===== src/logic/rx_buf_pkg.sv =====
// Constants, register map and carriers for the receive buffer manager.
// Assumes bus, memory port and receive stream share one clock at 40 MHz.
package rx_buf_pkg;
    // ==========================================
    // Register map and fields
    localparam logic [7:0] OFS_CTRL = 8'h00;
    localparam logic [7:0] OFS_CONFIG = 8'h04;
    localparam logic [7:0] OFS_STATUS = 8'h08;
    localparam logic [7:0] OFS_QPTR = 8'h0C;
    localparam logic [7:0] OFS_RES_ERR = 8'h10;
    localparam int CTRL_RX_EN = 0;
    localparam int CFG_JUMBO = 3;
    localparam int CFG_OFS_LO = 14;
    localparam int CFG_FCS_STRIP = 17;
    localparam int STS_BNA = 0;
    localparam int STS_OVR = 1;
    localparam logic [1:0] RESP_OKAY = 2'h0;
    localparam logic [1:0] RESP_SLVERR = 2'h2;
    localparam logic [3:0] STRB_ALL = 4'hF;

    // ==========================================
    // Descriptor layout and buffer geometry
    localparam int D_USED = 0;
    localparam int D_WRAP = 1;
    localparam logic [7:0] BUF_BYTES = 8'h80;
    localparam logic [10:0] DESC_STEP = 11'h002;
    localparam logic [31:0] STAT_WORD_OFS = 32'h0000_0004;
    localparam logic [15:0] VLAN_TPID = 16'h8100;
    // Match flags map onto status bits 31..22; the bit for 27 is reserved
    localparam logic [9:0] MATCH_MASK = 10'h3DF;

    // ==========================================
    // Timing
    localparam int CLK_NS = 25;
    localparam int LATENCY_NS = 860;
    // Longest wait, so it rounds down
    localparam int LATENCY_CYC = LATENCY_NS / CLK_NS;

    typedef enum logic [2:0] {
        S_IDLE, S_FETCH, S_FILL, S_WDATA, S_WUSED, S_WSTAT, S_DROP
    } mgr_state_e;

    // ==========================================
    // Carriers
    typedef struct packed {
        logic valid;
        logic sof;
        logic eof;
        logic err;
        logic fcs;
        logic [7:0] data;
    } rx_beat_s;

    typedef struct packed {
        logic accept;
        logic [9:0] match;
        logic [15:0] type_id;
        logic [15:0] tci;
    } rx_info_s;

    typedef struct packed {
        logic valid;
        logic write;
        logic [31:0] addr;
        logic [31:0] wdata;
        logic [3:0] wstrb;
    } mem_req_s;

    typedef struct packed {
        logic ack;
        logic err;
        logic [31:0] rdata;
    } mem_rsp_s;
endpackage


===== src/logic/rx_buf_manager.sv =====
// Receive buffer manager: descriptor walk, buffer fill and status write-back.
// Assumes the memory port, the receive byte stream and AXI4-Lite share aclk.
// Function
// - Bit 20 flags priority tagged frames
// - Bits 19:17 carry the VLAN priority
// - Bit 16 carries the canonical format bit
// - Bit 15 marks the buffer ending a frame
// - Bit 14 marks the buffer starting a frame
// - Bits 13:12 give offset, or length in jumbo
// - Bits 11:0 give the frame length
// - Fetch descriptor as soon as a frame starts
// - Write data only for accepted frames; recover on error
// - After wrap or 1024th descriptor restart at base
// - Pointer is base plus 11-bit word counter
// - Counter clears after wrap status or rolls over
// - Set used bit of each consumed buffer
// - Receive error recovers only the current buffer
// - Used descriptor sets buffer-not-available and event
// - Used descriptor mid-frame drops it, counts error
// - Bus error or late grant flags overrun, recovers
// - FCS strip omits FCS and shortens length
// - Bit 21 flags the VLAN type identifier
// - First buffer starts at configured byte offset
// - Bits 31:22 carry broadcast and match flags
`timescale 1ns/1ps
module rx_buf_manager #(
    parameter int GRANT_CYCLES = rx_buf_pkg::LATENCY_CYC
) (
    input wire logic aclk,
    input wire logic aresetn,
    input wire logic [7:0] awaddr,
    input wire logic awvalid,
    output logic awready,
    input wire logic [31:0] wdata,
    input wire logic [3:0] wstrb,
    input wire logic wvalid,
    output logic wready,
    output logic [1:0] bresp,
    output logic bvalid,
    input wire logic bready,
    input wire logic [7:0] araddr,
    input wire logic arvalid,
    output logic arready,
    output logic [31:0] rdata,
    output logic [1:0] rresp,
    output logic rvalid,
    input wire logic rready,
    input wire rx_buf_pkg::rx_beat_s rx_beat,
    input wire rx_buf_pkg::rx_info_s rx_info,
    output logic rx_ready,
    output rx_buf_pkg::mem_req_s mem_req,
    input wire rx_buf_pkg::mem_rsp_s mem_rsp,
    output logic bna_event,
    output logic overrun_event
);
    import rx_buf_pkg::*;

    typedef struct packed {
        mgr_state_e st;
        logic rx_en, jumbo, fcs_strip, bna, ovr, bna_evt, ovr_evt;
        logic [1:0] offset;
        logic [15:0] res_err;
        logic [29:0] base;
        logic [10:0] cnt;
        logic [29:0] buf_addr;
        logic wrap, sof_buf, frame_end;
        logic [7:0] bcount;
        logic [13:0] len;
        logic [31:0] word;
        logic [3:0] strb;
        rx_info_s info;
        mem_req_s mreq;
        logic [7:0] timer;
        logic rx_ready, aw_got, w_got;
        logic [7:0] aw_addr;
        logic [31:0] w_data;
        logic [3:0] w_strb;
        logic awready, wready, bvalid;
        logic [1:0] bresp;
        logic arready, rvalid;
        logic [1:0] rresp;
        logic [31:0] rdata;
    } mgr_regs_s;

    mgr_regs_s s_reg;
    mgr_regs_s s_next;
    logic [31:0] desc_addr, data_addr, stat_word;
    logic [1:0] b1312, lane;
    logic vlan, prio_tag, take, done_req, timeout, fault, keep, last_in_buf;

    function automatic mem_req_s mem_cmd(input logic wr, input logic [31:0] a,
                                         input logic [31:0] d, input logic [3:0] b);
        mem_req_s r;
        r.valid = 1'b1;
        r.write = wr;
        r.addr = a;
        r.wdata = d;
        r.wstrb = b;
        return r;
    endfunction

    // ==========================================
    // Address and status word
    assign desc_addr = {s_reg.base, 2'b00} + {19'h0_0000, s_reg.cnt, 2'b00};
    assign data_addr = {s_reg.buf_addr, 2'b00} + {25'h000_0000, s_reg.bcount[6:2], 2'b00};
    assign vlan = (s_reg.info.type_id == VLAN_TPID);
    assign prio_tag = vlan && (s_reg.info.tci[11:0] == 12'h000);
    assign b1312 = s_reg.jumbo ? s_reg.len[13:12] : s_reg.offset;
    // Only the final buffer carries full status; others just SOF and bits 13:12
    assign stat_word = s_reg.frame_end ?
        {s_reg.info.match & MATCH_MASK, vlan, prio_tag,
         s_reg.info.tci[15:13], s_reg.info.tci[12],
         1'b1, s_reg.sof_buf, b1312, s_reg.len[11:0]}
        : {16'h0000, 1'b0, s_reg.sof_buf, b1312, 12'h000};

    assign take = rx_beat.valid && s_reg.rx_ready;
    assign done_req = s_reg.mreq.valid && mem_rsp.ack;
    // A grant slower than the FIFO can cover would lose bytes, so give up
    assign timeout = s_reg.mreq.valid && !mem_rsp.ack
                     && (s_reg.timer == 8'(GRANT_CYCLES - 1));
    assign fault = (done_req && mem_rsp.err) || timeout;
    assign lane = s_reg.bcount[1:0];
    assign keep = !(s_reg.fcs_strip && rx_beat.fcs);
    assign last_in_buf = (s_reg.bcount + 8'h01) == BUF_BYTES;

    // ==========================================
    // Next state
    always_comb begin
        s_next = s_reg;
        s_next.bna_evt = 1'b0;
        s_next.ovr_evt = 1'b0;
        s_next.timer = (s_reg.mreq.valid && !mem_rsp.ack) ? s_reg.timer + 8'h01 : 8'h00;

        if (awvalid && s_reg.awready) begin
            s_next.aw_addr = awaddr;
            s_next.aw_got = 1'b1;
        end
        if (wvalid && s_reg.wready) begin
            s_next.w_data = wdata;
            s_next.w_strb = wstrb;
            s_next.w_got = 1'b1;
        end
        if (bready && s_reg.bvalid) begin
            s_next.bvalid = 1'b0;
        end
        if (s_reg.aw_got && s_reg.w_got && !s_reg.bvalid) begin
            s_next.aw_got = 1'b0;
            s_next.w_got = 1'b0;
            s_next.bvalid = 1'b1;
            s_next.bresp = RESP_OKAY;
            case (s_reg.aw_addr)
                OFS_CTRL: begin
                    if (s_reg.w_strb[CTRL_RX_EN / 8]) begin
                        s_next.rx_en = s_reg.w_data[CTRL_RX_EN];
                    end
                end
                OFS_CONFIG: begin
                    if (s_reg.w_strb[CFG_JUMBO / 8]) begin
                        s_next.jumbo = s_reg.w_data[CFG_JUMBO];
                    end
                    if (s_reg.w_strb[CFG_OFS_LO / 8]) begin
                        s_next.offset = s_reg.w_data[CFG_OFS_LO +: 2];
                    end
                    if (s_reg.w_strb[CFG_FCS_STRIP / 8]) begin
                        s_next.fcs_strip = s_reg.w_data[CFG_FCS_STRIP];
                    end
                end
                OFS_STATUS: begin
                    // Write one to clear; a hardware set below still wins
                    if (s_reg.w_strb[STS_BNA / 8] && s_reg.w_data[STS_BNA]) begin
                        s_next.bna = 1'b0;
                    end
                    if (s_reg.w_strb[STS_OVR / 8] && s_reg.w_data[STS_OVR]) begin
                        s_next.ovr = 1'b0;
                    end
                end
                OFS_QPTR: begin
                    if (s_reg.w_strb == STRB_ALL) begin
                        s_next.base = s_reg.w_data[31:2];
                        s_next.cnt = 11'h000;
                    end
                end
                OFS_RES_ERR: begin
                end
                default: s_next.bresp = RESP_SLVERR;
            endcase
        end

        if (rready && s_reg.rvalid) begin
            s_next.rvalid = 1'b0;
        end
        if (arvalid && s_reg.arready) begin
            s_next.rvalid = 1'b1;
            s_next.rresp = RESP_OKAY;
            s_next.rdata = 32'h0000_0000;
            case (araddr)
                OFS_CTRL: s_next.rdata[CTRL_RX_EN] = s_reg.rx_en;
                OFS_CONFIG: begin
                    s_next.rdata[CFG_JUMBO] = s_reg.jumbo;
                    s_next.rdata[CFG_OFS_LO +: 2] = s_reg.offset;
                    s_next.rdata[CFG_FCS_STRIP] = s_reg.fcs_strip;
                end
                OFS_STATUS: begin
                    s_next.rdata[STS_BNA] = s_reg.bna;
                    s_next.rdata[STS_OVR] = s_reg.ovr;
                end
                OFS_QPTR: s_next.rdata = desc_addr;
                OFS_RES_ERR: s_next.rdata[15:0] = s_reg.res_err;
                default: s_next.rresp = RESP_SLVERR;
            endcase
        end

        if (fault) begin
            // Leave the counter alone so the next accepted frame reuses the buffer
            s_next.ovr = 1'b1;
            s_next.ovr_evt = 1'b1;
            s_next.mreq.valid = 1'b0;
            s_next.st = s_reg.frame_end ? S_IDLE : S_DROP;
        end else begin
            unique case (s_reg.st)
                S_IDLE: begin
                    if (s_reg.rx_en && rx_beat.valid && rx_beat.sof) begin
                        s_next.st = S_FETCH;
                        s_next.info = rx_info;
                        s_next.len = 14'h0000;
                        s_next.frame_end = 1'b0;
                        s_next.sof_buf = 1'b1;
                        s_next.bcount = {6'h00, s_reg.offset};
                        s_next.word = 32'h0000_0000;
                        s_next.strb = 4'h0;
                    end
                end
                S_FETCH: begin
                    if (!s_reg.mreq.valid) begin
                        s_next.mreq = mem_cmd(1'b0, desc_addr, 32'h0000_0000, 4'h0);
                    end else if (done_req) begin
                        s_next.mreq.valid = 1'b0;
                        if (mem_rsp.rdata[D_USED]) begin
                            s_next.bna = 1'b1;
                            s_next.bna_evt = 1'b1;
                            s_next.res_err = s_reg.res_err + 16'h0001;
                            s_next.st = S_DROP;
                        end else if (!s_reg.info.accept) begin
                            s_next.st = S_DROP;
                        end else begin
                            s_next.buf_addr = mem_rsp.rdata[31:2];
                            s_next.wrap = mem_rsp.rdata[D_WRAP];
                            s_next.st = S_FILL;
                        end
                    end
                end
                S_FILL: begin
                    if (take) begin
                        if (rx_beat.err) begin
                            // Only this buffer is recovered; earlier ones stay used
                            s_next.st = rx_beat.eof ? S_IDLE : S_DROP;
                        end else begin
                            s_next.frame_end = rx_beat.eof;
                            if (keep) begin
                                s_next.word[{lane, 3'b000} +: 8] = rx_beat.data;
                                s_next.strb[lane] = 1'b1;
                                s_next.bcount = s_reg.bcount + 8'h01;
                                s_next.len = s_reg.len + 14'h0001;
                            end
                            if (rx_beat.eof || (keep && (lane == 2'h3 || last_in_buf))) begin
                                if (s_next.strb != 4'h0) begin
                                    s_next.mreq = mem_cmd(1'b1, data_addr, s_next.word,
                                                          s_next.strb);
                                    s_next.st = S_WDATA;
                                end else begin
                                    s_next.mreq = mem_cmd(1'b1, desc_addr,
                                                          {s_reg.buf_addr, s_reg.wrap, 1'b1},
                                                          STRB_ALL);
                                    s_next.st = S_WUSED;
                                end
                            end
                        end
                    end
                end
                S_WDATA: begin
                    if (done_req) begin
                        s_next.mreq.valid = 1'b0;
                        s_next.word = 32'h0000_0000;
                        s_next.strb = 4'h0;
                        if (s_reg.frame_end || s_reg.bcount == BUF_BYTES) begin
                            s_next.mreq = mem_cmd(1'b1, desc_addr,
                                                  {s_reg.buf_addr, s_reg.wrap, 1'b1},
                                                  STRB_ALL);
                            s_next.st = S_WUSED;
                        end else begin
                            s_next.st = S_FILL;
                        end
                    end
                end
                S_WUSED: begin
                    if (done_req) begin
                        s_next.mreq = mem_cmd(1'b1, desc_addr + STAT_WORD_OFS, stat_word,
                                              STRB_ALL);
                        s_next.st = S_WSTAT;
                    end
                end
                S_WSTAT: begin
                    if (done_req) begin
                        s_next.mreq.valid = 1'b0;
                        // 11-bit word count wraps by itself after 1024 descriptors
                        s_next.cnt = s_reg.wrap ? 11'h000 : s_reg.cnt + DESC_STEP;
                        s_next.sof_buf = 1'b0;
                        s_next.bcount = 8'h00;
                        s_next.st = s_reg.frame_end ? S_IDLE : S_FETCH;
                    end
                end
                S_DROP: begin
                    if (take && rx_beat.eof) begin
                        s_next.st = S_IDLE;
                    end
                end
            endcase
        end

        s_next.rx_ready = (s_next.st == S_FILL) || (s_next.st == S_DROP);
        s_next.awready = !s_next.aw_got && !s_next.bvalid;
        s_next.wready = !s_next.w_got && !s_next.bvalid;
        s_next.arready = !s_next.rvalid;
    end

    always_ff @(posedge aclk) begin
        if (!aresetn) begin
            s_reg <= '0;
        end else begin
            s_reg <= s_next;
        end
    end

    // ==========================================
    // Outputs
    assign awready = s_reg.awready;
    assign wready = s_reg.wready;
    assign bresp = s_reg.bresp;
    assign bvalid = s_reg.bvalid;
    assign arready = s_reg.arready;
    assign rdata = s_reg.rdata;
    assign rresp = s_reg.rresp;
    assign rvalid = s_reg.rvalid;
    assign rx_ready = s_reg.rx_ready;
    assign mem_req = s_reg.mreq;
    assign bna_event = s_reg.bna_evt;
    assign overrun_event = s_reg.ovr_evt;
endmodule // rx_buf_manager


===== config.mk =====
export PLATFORM = sky130hd
export DESIGN_NAME = rx_buf_manager
export DESIGN_NICKNAME = d
export VERILOG_FILES = /design/src/logic/rx_buf_pkg.sv /design/src/logic/rx_buf_manager.sv
export SDC_FILE = /design/constraint.sdc
export NUM_CORES = 1
export LEC_CHECK = 0
export ABC_CLOCK_PERIOD_IN_PS = 7830
export BUFFER_PORTS_ARGS = -buffer_cell sky130_fd_sc_hd__buf_2
export CORE_MARGIN = 3
export CORE_UTILIZATION = 40
export DETAILED_ROUTE_END_ITERATION = 10
export GPL_TIMING_DRIVEN = 0
export PLACE_DENSITY = 0.58
export SLEW_MARGIN = 0
export SYNTH_ARGS = -nofsm -noshare
export SYNTH_HDL_FRONTEND = slang
export SYNTH_SLANG_ARGS = --single-unit

===== constraint.sdc =====
create_clock -name aclk -period 7.83 [get_ports aclk]
set_input_delay 1.1745 -clock aclk [delete_from_list [all_inputs] [get_ports aclk]]
set_output_delay 1.1745 -clock aclk [all_outputs]
set_load 0.02 [all_outputs]

## Yosys cells after proc, flatten, opt, wreduce, memory -nomap -nowiden

Cells that the tools add are included.

- Add/subtract/negate cells: 9
- Magnitude comparators: 2
- Eq/ne operators: 32
- Shift operators: 2
- Multiplexer cells: 95
- Bitwise logic cells: 7
- Reductions and logical operators: 70

Operators with widths:

| cell | number |
|---|---|
| $mux W70 | 6 |
| $mux W58 | 5 |
| $pmux W69 S4 | 1 |
| $mux W31 | 5 |
| $mux W145 | 1 |
| $mux W59 | 2 |
| $pmux W36 S3 | 1 |
| $mux W103 | 1 |
| $mux W69 | 1 |
| $mux W68 | 1 |
| $mux W11 | 6 |
| $mux W3 | 18 |
| $mux W43 | 1 |
| $mux W36 | 1 |
| $mux W35 | 1 |
| $add A32 B13 Y32 | 1 |
| $add A32 B3 Y32 const B | 1 |
| $add A32 B7 Y32 | 1 |
| $bwmux W32 | 1 |
| $eq A8 B4 Y1 const B | 4 |
| $mux W32 | 1 |
| $shift A8 B7 Y32 const A | 1 |
| $shiftx A8 B7 Y32 | 1 |
| $pmux W14 S2 | 1 |
| 53 further kinds | 154 |

- Flip-flop bits (word level): 369
- Bits of input ports: 149
- Output and inout port bits: 114
- Logic and storage cells: 261

## Depth between registers and ports, before layout

Gate-level depths: netlist (run 1).

- Depth after elaboration: 19
- Depth in mapped cells: 15
- Gate-level depth less buffers: 14

## Least setup slack after synthesis (run 1)

Ideal clock, no wire load.

- Path type: input to register
- Start point: in rx_beat[8] (netlist name)
- End point: reg s_reg (netlist bit mem_req[25])
- Library setup time: 86 ps
- Data arrival time: 3194 ps
- Data required time: 7744 ps
- Slack: 4551 ps
- Stages on the path: 8
- Path buffers: 1
- Path through: nand2_1 clkbuf_1 nand2_1 nor4b_1 a22oi_1 nor2_1 a221oi_1 a211oi_1

- Word-level cells in the longest chain between the ends: 12
- Elaborated cells on any way between the ends: 17
- Those cells by class: eq/ne: 1; mux: 10; reduce/logical: 6

Ends and longest elaborated chain:

| item | RTL line | RTL |
|---|---|---|
| start, declared | rx_buf_manager.sv:48 | `input wire rx_buf_pkg::rx_beat_s rx_beat,` |
| $logic_and A1 B1 Y1 (*) | rx_buf_manager.sv:123 | `assign keep = !(s_reg.fcs_strip && rx_beat.fcs);` |
| $mux W58 | rx_buf_manager.sv:259 | `if (keep) begin` |
| $mux W58 | rx_buf_manager.sv:254 | `if (rx_beat.err) begin` |
| $mux W58 | rx_buf_manager.sv:253 | `if (take) begin` |
| $mux W58 | rx_buf_manager.sv:220 | `unique case (s_reg.st)` |
| $mux W58 | rx_buf_manager.sv:213 | `if (fault) begin` |
| $reduce_bool A4 Y1 | rx_buf_manager.sv:266 | `if (s_next.strb != 4'h0) begin` |
| $mux W68 | rx_buf_manager.sv:266 |  |
| $mux W70 | rx_buf_manager.sv:265 | `if (rx_beat.eof \|\| (keep && (lane == 2'h3 \|\| last_in_buf))) begin` |
| $mux W70 | rx_buf_manager.sv:254 |  |
| $mux W70 | rx_buf_manager.sv:253 |  |
| $pmux W69 S4 | rx_buf_manager.sv:220 |  |
| end signal, assigned | rx_buf_manager.sv:330 | `s_reg <= s_next;` |
| end, declared | rx_buf_manager.sv:85 | `mgr_regs_s s_reg;` |

Every way passes the cells marked *; elsewhere a longest branch is shown, timed or not. The select of a mux whose other input is x is not followed.
A chain may end at the register's enable or synchronous reset.

## Worst setup path in the final report (run 1)

- Start point: reg s_reg (netlist bit lane[0])
- End point: reg s_reg (netlist bit mem_req[42])

- Word-level cells in the longest chain between the ends: 16
- Elaborated cells on any way between the ends: 28
- Those cells by class: add/sub: 1; order compare: 2; eq/ne: 5; mux: 12; bitwise: 1; reduce/logical: 7

Ends and longest elaborated chain:

| item | RTL line | RTL |
|---|---|---|
| $lt A2 B3 Y1 (not written as such) / $ge A2 B1 Y1 (equally long branches) | rx_buf_manager.sv:261 | `s_next.strb[lane] = 1'b1;` |
| $logic_and A1 B1 Y1 (not written as such) | rx_buf_manager.sv:261 |  |
| $mux W1 (not written as such) | rx_buf_manager.sv:261 |  |
| $demux W1 S2 | rx_buf_manager.sv:261 |  |
| $or A4 B4 Y4 (no line) | - |  |
| $mux W58 | rx_buf_manager.sv:259 |  |
| $mux W58 | rx_buf_manager.sv:254 |  |
| $mux W58 | rx_buf_manager.sv:253 |  |
| $mux W58 | rx_buf_manager.sv:220 |  |
| $mux W58 | rx_buf_manager.sv:213 |  |
| $reduce_bool A4 Y1 | rx_buf_manager.sv:266 |  |
| $mux W68 | rx_buf_manager.sv:266 |  |
| $mux W70 | rx_buf_manager.sv:265 |  |
| $mux W70 | rx_buf_manager.sv:254 |  |
| $mux W70 | rx_buf_manager.sv:253 |  |
| $pmux W69 S4 | rx_buf_manager.sv:220 |  |

Several ways; a longest one is shown, not always the timed one. The select of a mux whose other input is x is not followed.

==> summary.md, run 1 <==
| Metric | Value |
|---|---|
| Clock sink count | `364` |
| Pin count of the biggest net entering global routing | `14` |
| Initial antenna violation count | `2` |
| CTS tree | `built` |
| Least-Margin Pin Slew | `1.39 ns` |
| Critical path's slowest cell | `a21boi_1` |
| Result of the run | `finished, final reports clean` |
| H-tree depth | `2` |
| Max reg flops | `252` |
| Fraction of synthesis flops using an asynchronous set or reset pin | `0%` |
| Element type at the critical path end | `register` |
| Crit Path Max Fanout | `10` |
| Distinct cell type count after synthesis | `80` |
| Routed length per placed instance | `21.5 um` |
| PortBufs | `256` |
| Die boundary width | `220 um` |
| Nets | `2817` |
| Largest vdd supply drop | `0.122 mV` |
| Number of top-level pins | `263` |
| Drt first pass iters | `9` |
| Setup skew after layout | `0.0134 ns` |
| Count of flip-flops with a built-in enable after synthesis | `0` |
| Wire length of the first global-routing pass | `104000 um` |
| Placement row count | `77` |
| Die Height | `220 um` |
| Placed instance area | `20300 um^2` |
| Share of synthesized area occupied by flip-flops and latches | `39.8%` |
| Number of global-route vias before repair | `17400` |
| Dpl hpwl | `53700 um` |
| DIE AREA | `48400 um^2` |
| Class of the tightest hold or removal check | `register to register` |
| Maxcap violations | `0` |
| Share of final-layout standard cells stronger than drive strength 1 | `18.2%` |
| Area leader, netlist | `dfxtp_1` |
| Root Buffer | `clkbuf_16` |
| Setup Fix Bufs, Post-CTS | `0` |
| Number of buffers inserted by hold repair at cts | `0` |
| Total Wirelength | `70100 um` |
| Hold Vio Cnt, Final | `0` |
| Netlist Area Pre-Place | `18300 um^2` |
| GPL Wtd Cong | `0.956` |
| CP Cell Sequence | `clkbuf_1 > inv_1 > ha_1 > clkbuf_1 > o41ai_1 > nand2_1 > a21boi_1 > or2_2 > clkbuf_1 > buf_2 > a21oi_1 > o211ai_1 > o21ai_0 > nor2_1` |
| First-iteration detailed-routing DRC count | `2076` |
| Source-to-sink clock delay at the later pin of the worst-skew pair | `0.58 ns` |
| Element type at the critical path start | `register` |
| Unrepaired setup endpoints after global routing | `false` |
| Finish-stage setup viols | `0` |
| Data arrival, critical path | `5.56 ns` |
| Initial standard-cell utilization of the core | `40.9%` |
| Clock buffer count from CTS | `43` |
| Worst hold margin | `0.439 ns` |
| Max clock buf depth | `3` |
| Power per unit of standard cell area | `191 nW/um^2` |
| Achievable clock frequency | `198 MHz` |
| Time the worst path needs with I/O delays and setup | `5.05 ns` |
| Post-route antenna net violation count | `0` |
| Post-detailed-route via-to-cell ratio | `5.66` |
| Portion of synthesized cell area occupied by the leading cell type | `39.8%` |
| Number of vias in the routed layout | `18500` |
| Final count of pins violating max slew | `0` |
| Leakage power total | `8.40 nW` |
| Primary flip-flop cell chosen by synthesis mapping | `dfxtp_1` |
| Most common library cells after synthesis | `436 x nand2_1, 364 x dfxtp_1, 261 x a21oi_1, 228 x nor2_1, 127 x clkbuf_1` |
| Worst slew slack as a fraction of its limit | `7.01%` |
| Clock edge transition at the registers on the reported setup and hold paths | `0.06 ns` |
| Yosys warnings | `0` |
| Avg Inst Size Synth | `7.85 um^2` |
| Required time of the worst setup path | `8.33 ns` |
| Global-route usage over all layers | `28.3%` |
| Area added between synthesis and finish | `19.5%` |
| Crit share post-route | `64.5%` |
| Final setup TNS | `0 ns` |
| Count leader, synth | `nand2_1` |
| Mapped Cells | `2332` |
| Placeable Area | `44700 um^2` |
| Cell seen most often among critical-path stages | `clkbuf_1` |
| PostCTS Resize Cnt | `0` |
| Critical path type | `register to register` |
| Area contributors post-synth | `dfxtp_1 40%, nand2_1 8.9%, a21oi_1 7.1%` |
| Delay contributed by the slowest stage of the critical path | `1.09 ns` |
| Layout Cell Area excl Fill | `21900 um^2` |
| Aggregate global routing overflow | `0` |
| Number of flip-flops and latches in the synthesized netlist | `364` |
| DRC violation count after routing | `0` |
-- critical path: cells and delay by family, from the launching register on --
| kind | cells | cell delay [ns] |
|---|---|---|
| AOI/OAI and AO/OA | 5 | 2.06 |
| adders and majority gates | 1 | 0.25 |
| buffers and inverters | 5 | 1.52 |
| DFF | 1 | 0.41 |
| and+or+nand+nor | 3 | 0.72 |
-- layout make-up --
| class | count | area [um^2] |
|---|---|---|
| fillers | 4543 | 22800 |
| multi-input cells | 1698 | 9610 |
| flip-flops and latches | 364 | 7290 |
| plain buffers | 253 | 1370 |
| repair buffers | 256 | 1280 |
| clock buffers | 64 | 1280 |
| well taps | 592 | 741 |
| clock inverters | 16 | 230 |
| inverters | 20 | 75.1 |
| diodes | 1 | 2.50 |
-- stage by stage --
step           power (mW)  utilization, %  instances  setup WS [ns]
2_1_floorplan        1.99               -       2335           4.55
3_3_place_gp         2.09            45.5       3183           3.11
3_5_place_dp         2.09            45.5       3183           2.99
4_1_cts              4.21            48.9       3263           2.96
5_1_grt              4.30            48.9       3263           2.43
6_report             4.18            48.9       3264           2.78
-- path summary, 6_finish.rpt --
kind	cells after the start	end	slack (ns)	from
worst max-delay path	14	mem_req[42]	2.78	lane[0]
worst min-delay path	2	s_reg[300]	0.44	s_reg[300]
worst min register to register	2	s_reg[300]	0.44	s_reg[300]
worst max register to register	14	mem_req[42]	2.78	lane[0]
-- metal layers --
| metal | global-route usage (%) | wire (um) | vias up | share of wire [%] |
|---|---|---|---|---|
| met5 | 0 | 0 | - | 0 |
| met4 | 10.8 | 2510 | 0 | 3.6 |
| met3 | 5.86 | 6590 | 137 | 9.4 |
| met2 | 42.2 | 29600 | 802 | 42 |
| met1 | 40.2 | 31400 | 8788 | 45 |
| li1 | - | - | 8747 | - |
-- cells in the final DEF (no fill, tap or decap), types with 7 or more instances in the layout --
master / count
and3_1: 36
nand4_1: 30
xnor2_1: 43
xor2_1: 48
buf_4: 108
a211oi_1: 42
clkbuf_16: 44
nand2b_1: 7
o21ai_0: 82
buf_2: 264
a21oi_1: 261
a21o_1: 11
clkbuf_1: 137
or3_1: 13
a221oi_1: 13
a31oi_1: 19
inv_1: 18
a22o_1: 30
nor3_1: 30
nor2_1: 228
a222oi_1: 35
and2_1: 17
nand2_1: 436
nor4_1: 13
a22oi_1: 23
o211ai_1: 16
dfxtp_1: 364
ha_1: 30
mux2i_1: 11
o21ai_1: 7
or2_2: 8
nand3_1: 92
clkbuf_8: 10
buf_1: 10
-- logic make-up (layout without fill, tap and decap cells) --
group                      Yosys count  count (layout)  share of synthesized area (%)
AOI/OAI and AO/OA                  593             593                           20.7
muxes                               15              15                          0.848
DFF                                364             364                           39.8
xor gates and xnor gates            94              94                           4.62
adders and majority gates           32              32                           2.27
and+or+nand+nor                    960             960                           23.8
other                                1               5                         0.0205
buffers and inverters              273             609                           7.87
-- power by group --
| part | internal, mW | switching [mW] |
|---|---|---|
| combinational | 0.0558 | 0.115 |
| sequential | 1.87 | 0.0118 |
| clock | 1.30 | 0.837 |
Note: power is estimated with default switching activity, not from simulation.
==> inputs of run 2 (changes only) <==
- ABC_CLOCK_PERIOD_IN_PS: 7830 -> 4700
- clock period: 7.83 -> 4.7 ns (I/O delays scaled with it)
==> summary.md, run 2 (synthesized netlist as in run 1, its figures left out) <==
| Metric | Value |
|---|---|
| Result of the run | `finished, final reports clean` |
| Clock edge transition at the registers on the reported setup and hold paths | `0.06 ns` |
| Least-Margin Pin Slew | `1.42 ns` |
| Share of final-layout standard cells stronger than drive strength 1 | `18.4%` |
| Placement row count | `77` |
| Maxcap violations | `0` |
| Area added between synthesis and finish | `19.7%` |
| Pin count of the biggest net entering global routing | `14` |
| Unrepaired setup endpoints after global routing | `false` |
| Clock sink count | `364` |
| Class of the tightest hold or removal check | `input pin to register` |
| Hold Vio Cnt, Final | `0` |
| Initial standard-cell utilization of the core | `40.9%` |
| Global-route usage over all layers | `28.3%` |
| Total Wirelength | `70200 um` |
| Worst reg2reg path depth | `11` |
| DRC violation count after routing | `0` |
| Aggregate global routing overflow | `0` |
| Startpoint of the most critical setup path | `lane[0]` |
| Drt first pass iters | `9` |
| Time the worst path needs with I/O delays and setup | `4.47 ns` |
| Post-route antenna net violation count | `0` |
| Number of global-route vias before repair | `17400` |
| Max clock buf depth | `3` |
| Dpl hpwl | `53700 um` |
| Element type at the critical path end | `register` |
| Crit Path Max Fanout | `10` |
| Number of filler cells placed in the layout | `4543` |
| Worst hold margin | `0.365 ns` |
| Worst reg2reg setup slack | `0.23 ns` |
| Power per unit of standard cell area | `318 nW/um^2` |
| Number of vias in the routed layout | `18500` |
| Endpoint of the worst setup timing path | `mem_req[28]` |
| H-tree depth | `2` |
| Number of top-level pins | `263` |
| Critical path type | `register to register` |
| Data arrival, critical path | `4.89 ns` |
| Nets | `2818` |
| Root Buffer | `clkbuf_16` |
| Wire length of the first global-routing pass | `104000 um` |
| Launching point of the worst reg2reg path | `lane[0]` |
| Required time of the worst setup path | `5.11 ns` |
| Commonest cells after routing, fill and taps aside | `436 x nand2_1, 364 x dfxtp_1, 265 x buf_2` |
| Element type at the critical path start | `register` |
| Worst slew slack as a fraction of its limit | `5.15%` |
| PortBufs | `256` |
| Max reg flops | `252` |
| Worst slack after detailed placement | `-0.140 ns` |
| Setup skew after layout | `0.0135 ns` |
| DIE AREA | `48400 um^2` |
| CTS tree | `built` |
| Die boundary width | `220 um` |
| First-iteration detailed-routing DRC count | `2016` |
| Post-detailed-route via-to-cell ratio | `5.65` |
| Achievable clock frequency | `224 MHz` |
| Leakage power total | `8.41 nW` |
| Largest vdd supply drop | `0.204 mV` |
| Source-to-sink clock delay at the later pin of the worst-skew pair | `0.58 ns` |
| Finish-stage setup viols | `0` |
| Reg2Reg Capture Point | `mem_req[28]` |
| GPL Wtd Cong | `0.956` |
| Total power of the final layout | `6.96 mW` |
| Commonest non-fill, non-tap cell in the layout | `nand2_1` |
| Placeable Area | `44700 um^2` |
| Initial antenna violation count | `2` |
| Clock buffer count from CTS | `43` |
| Final count of pins violating max slew | `0` |
| Final WS setup | `0.226 ns` |
| Crit share post-route | `95.2%` |
| Die Height | `220 um` |
| Routed length per placed instance | `21.5 um` |
## run 2: cell count changes in the layout (fill, tap and decap cells not counted)
cell       previous run  this run
clkbuf_1            137       135
a2111oi_0             4         3
clkbuf_2              0         1
a21boi_1              3         2
buf_1                10         9
buf_2               264       265
a2111oi_2             0         1
buf_4               108       110
a21boi_4              0         1
## run 2: metrics by stage
step                utilization [%]  TNS [ns]  area (um^2)  cells
finish                         49.0         0        21900   3265
global placement               45.5   -0.0185        20300   3183
CTS                            48.9         0        21900   3263
floorplan                         -         0        18300   2335
global route                   49.0         0        21900   3264
detailed placement             45.5    -0.181        20300   3183
## run 2: worst min path at each step
stage	from	endpoint	slack (ns)	cells after the start
after detailed placement	s_reg[300]	s_reg[300]	0.43	2
after CTS	rx_info[16]	s_reg[182]	0.33	3
after floorplan	s_reg[300]	s_reg[300]	0.42	2
after global routing	wdata[31]	s_reg[76]	0.35	3
final	mem_rsp[20]	s_reg[288]	0.37	3
after global placement	s_reg[300]	s_reg[300]	0.43	2
## run 2: cell type report
cell class	count	area, um^2	share of cell area, %
inverters	20	75.1	0.343
clock buffers	64	1280	5.83
repair buffers	258	1300	5.92
plain buffers	252	1360	6.23
flip-flops and latches	364	7290	33.3
clock inverters	16	230	1.05
diodes	1	2.50	0.0114
multi-input cells	1698	9630	44.0
well taps	592	741	3.38
## run 2: timing repair
item / in CTS / in global routing
resized for setup: 2 / 5
endpoints found under the setup margin: 12 / 24
pin swaps: 0 / 1
buffers inserted: 0 / 2
hold endpoints to repair: 0 / 0
hold buffers: 0 / 0
## run 2: critical path, cell delays in order (launching register included)
cell and delay, ns:
dfxtp_1 0.36, clkbuf_1 0.27, inv_1 0.28, ha_1 0.19
clkbuf_1 0.37, nor4b_1 0.31, a31oi_1 0.30, o221ai_1 0.29
and3_1 0.69, buf_2 0.44, buf_1 0.63, a211oi_1 0.17
## run 2: per-layer routing
| metal | track usage [%] | wire length, um |
|---|---|---|
| met1 | 40.2 | 31900 |
| met3 | 5.86 | 6330 |
| met4 | 10.8 | 2420 |
| met5 | 0 | 0 |
| met2 | 42.2 | 29600 |
## run 2: power breakdown
part / switching [mW] / leakage [nW] / internal (mW)
sequential: 0.0198 / 2.94 / 3.11
combinational: 0.192 / 4.74 / 0.0929
clock: 1.39 / 0.740 / 2.16
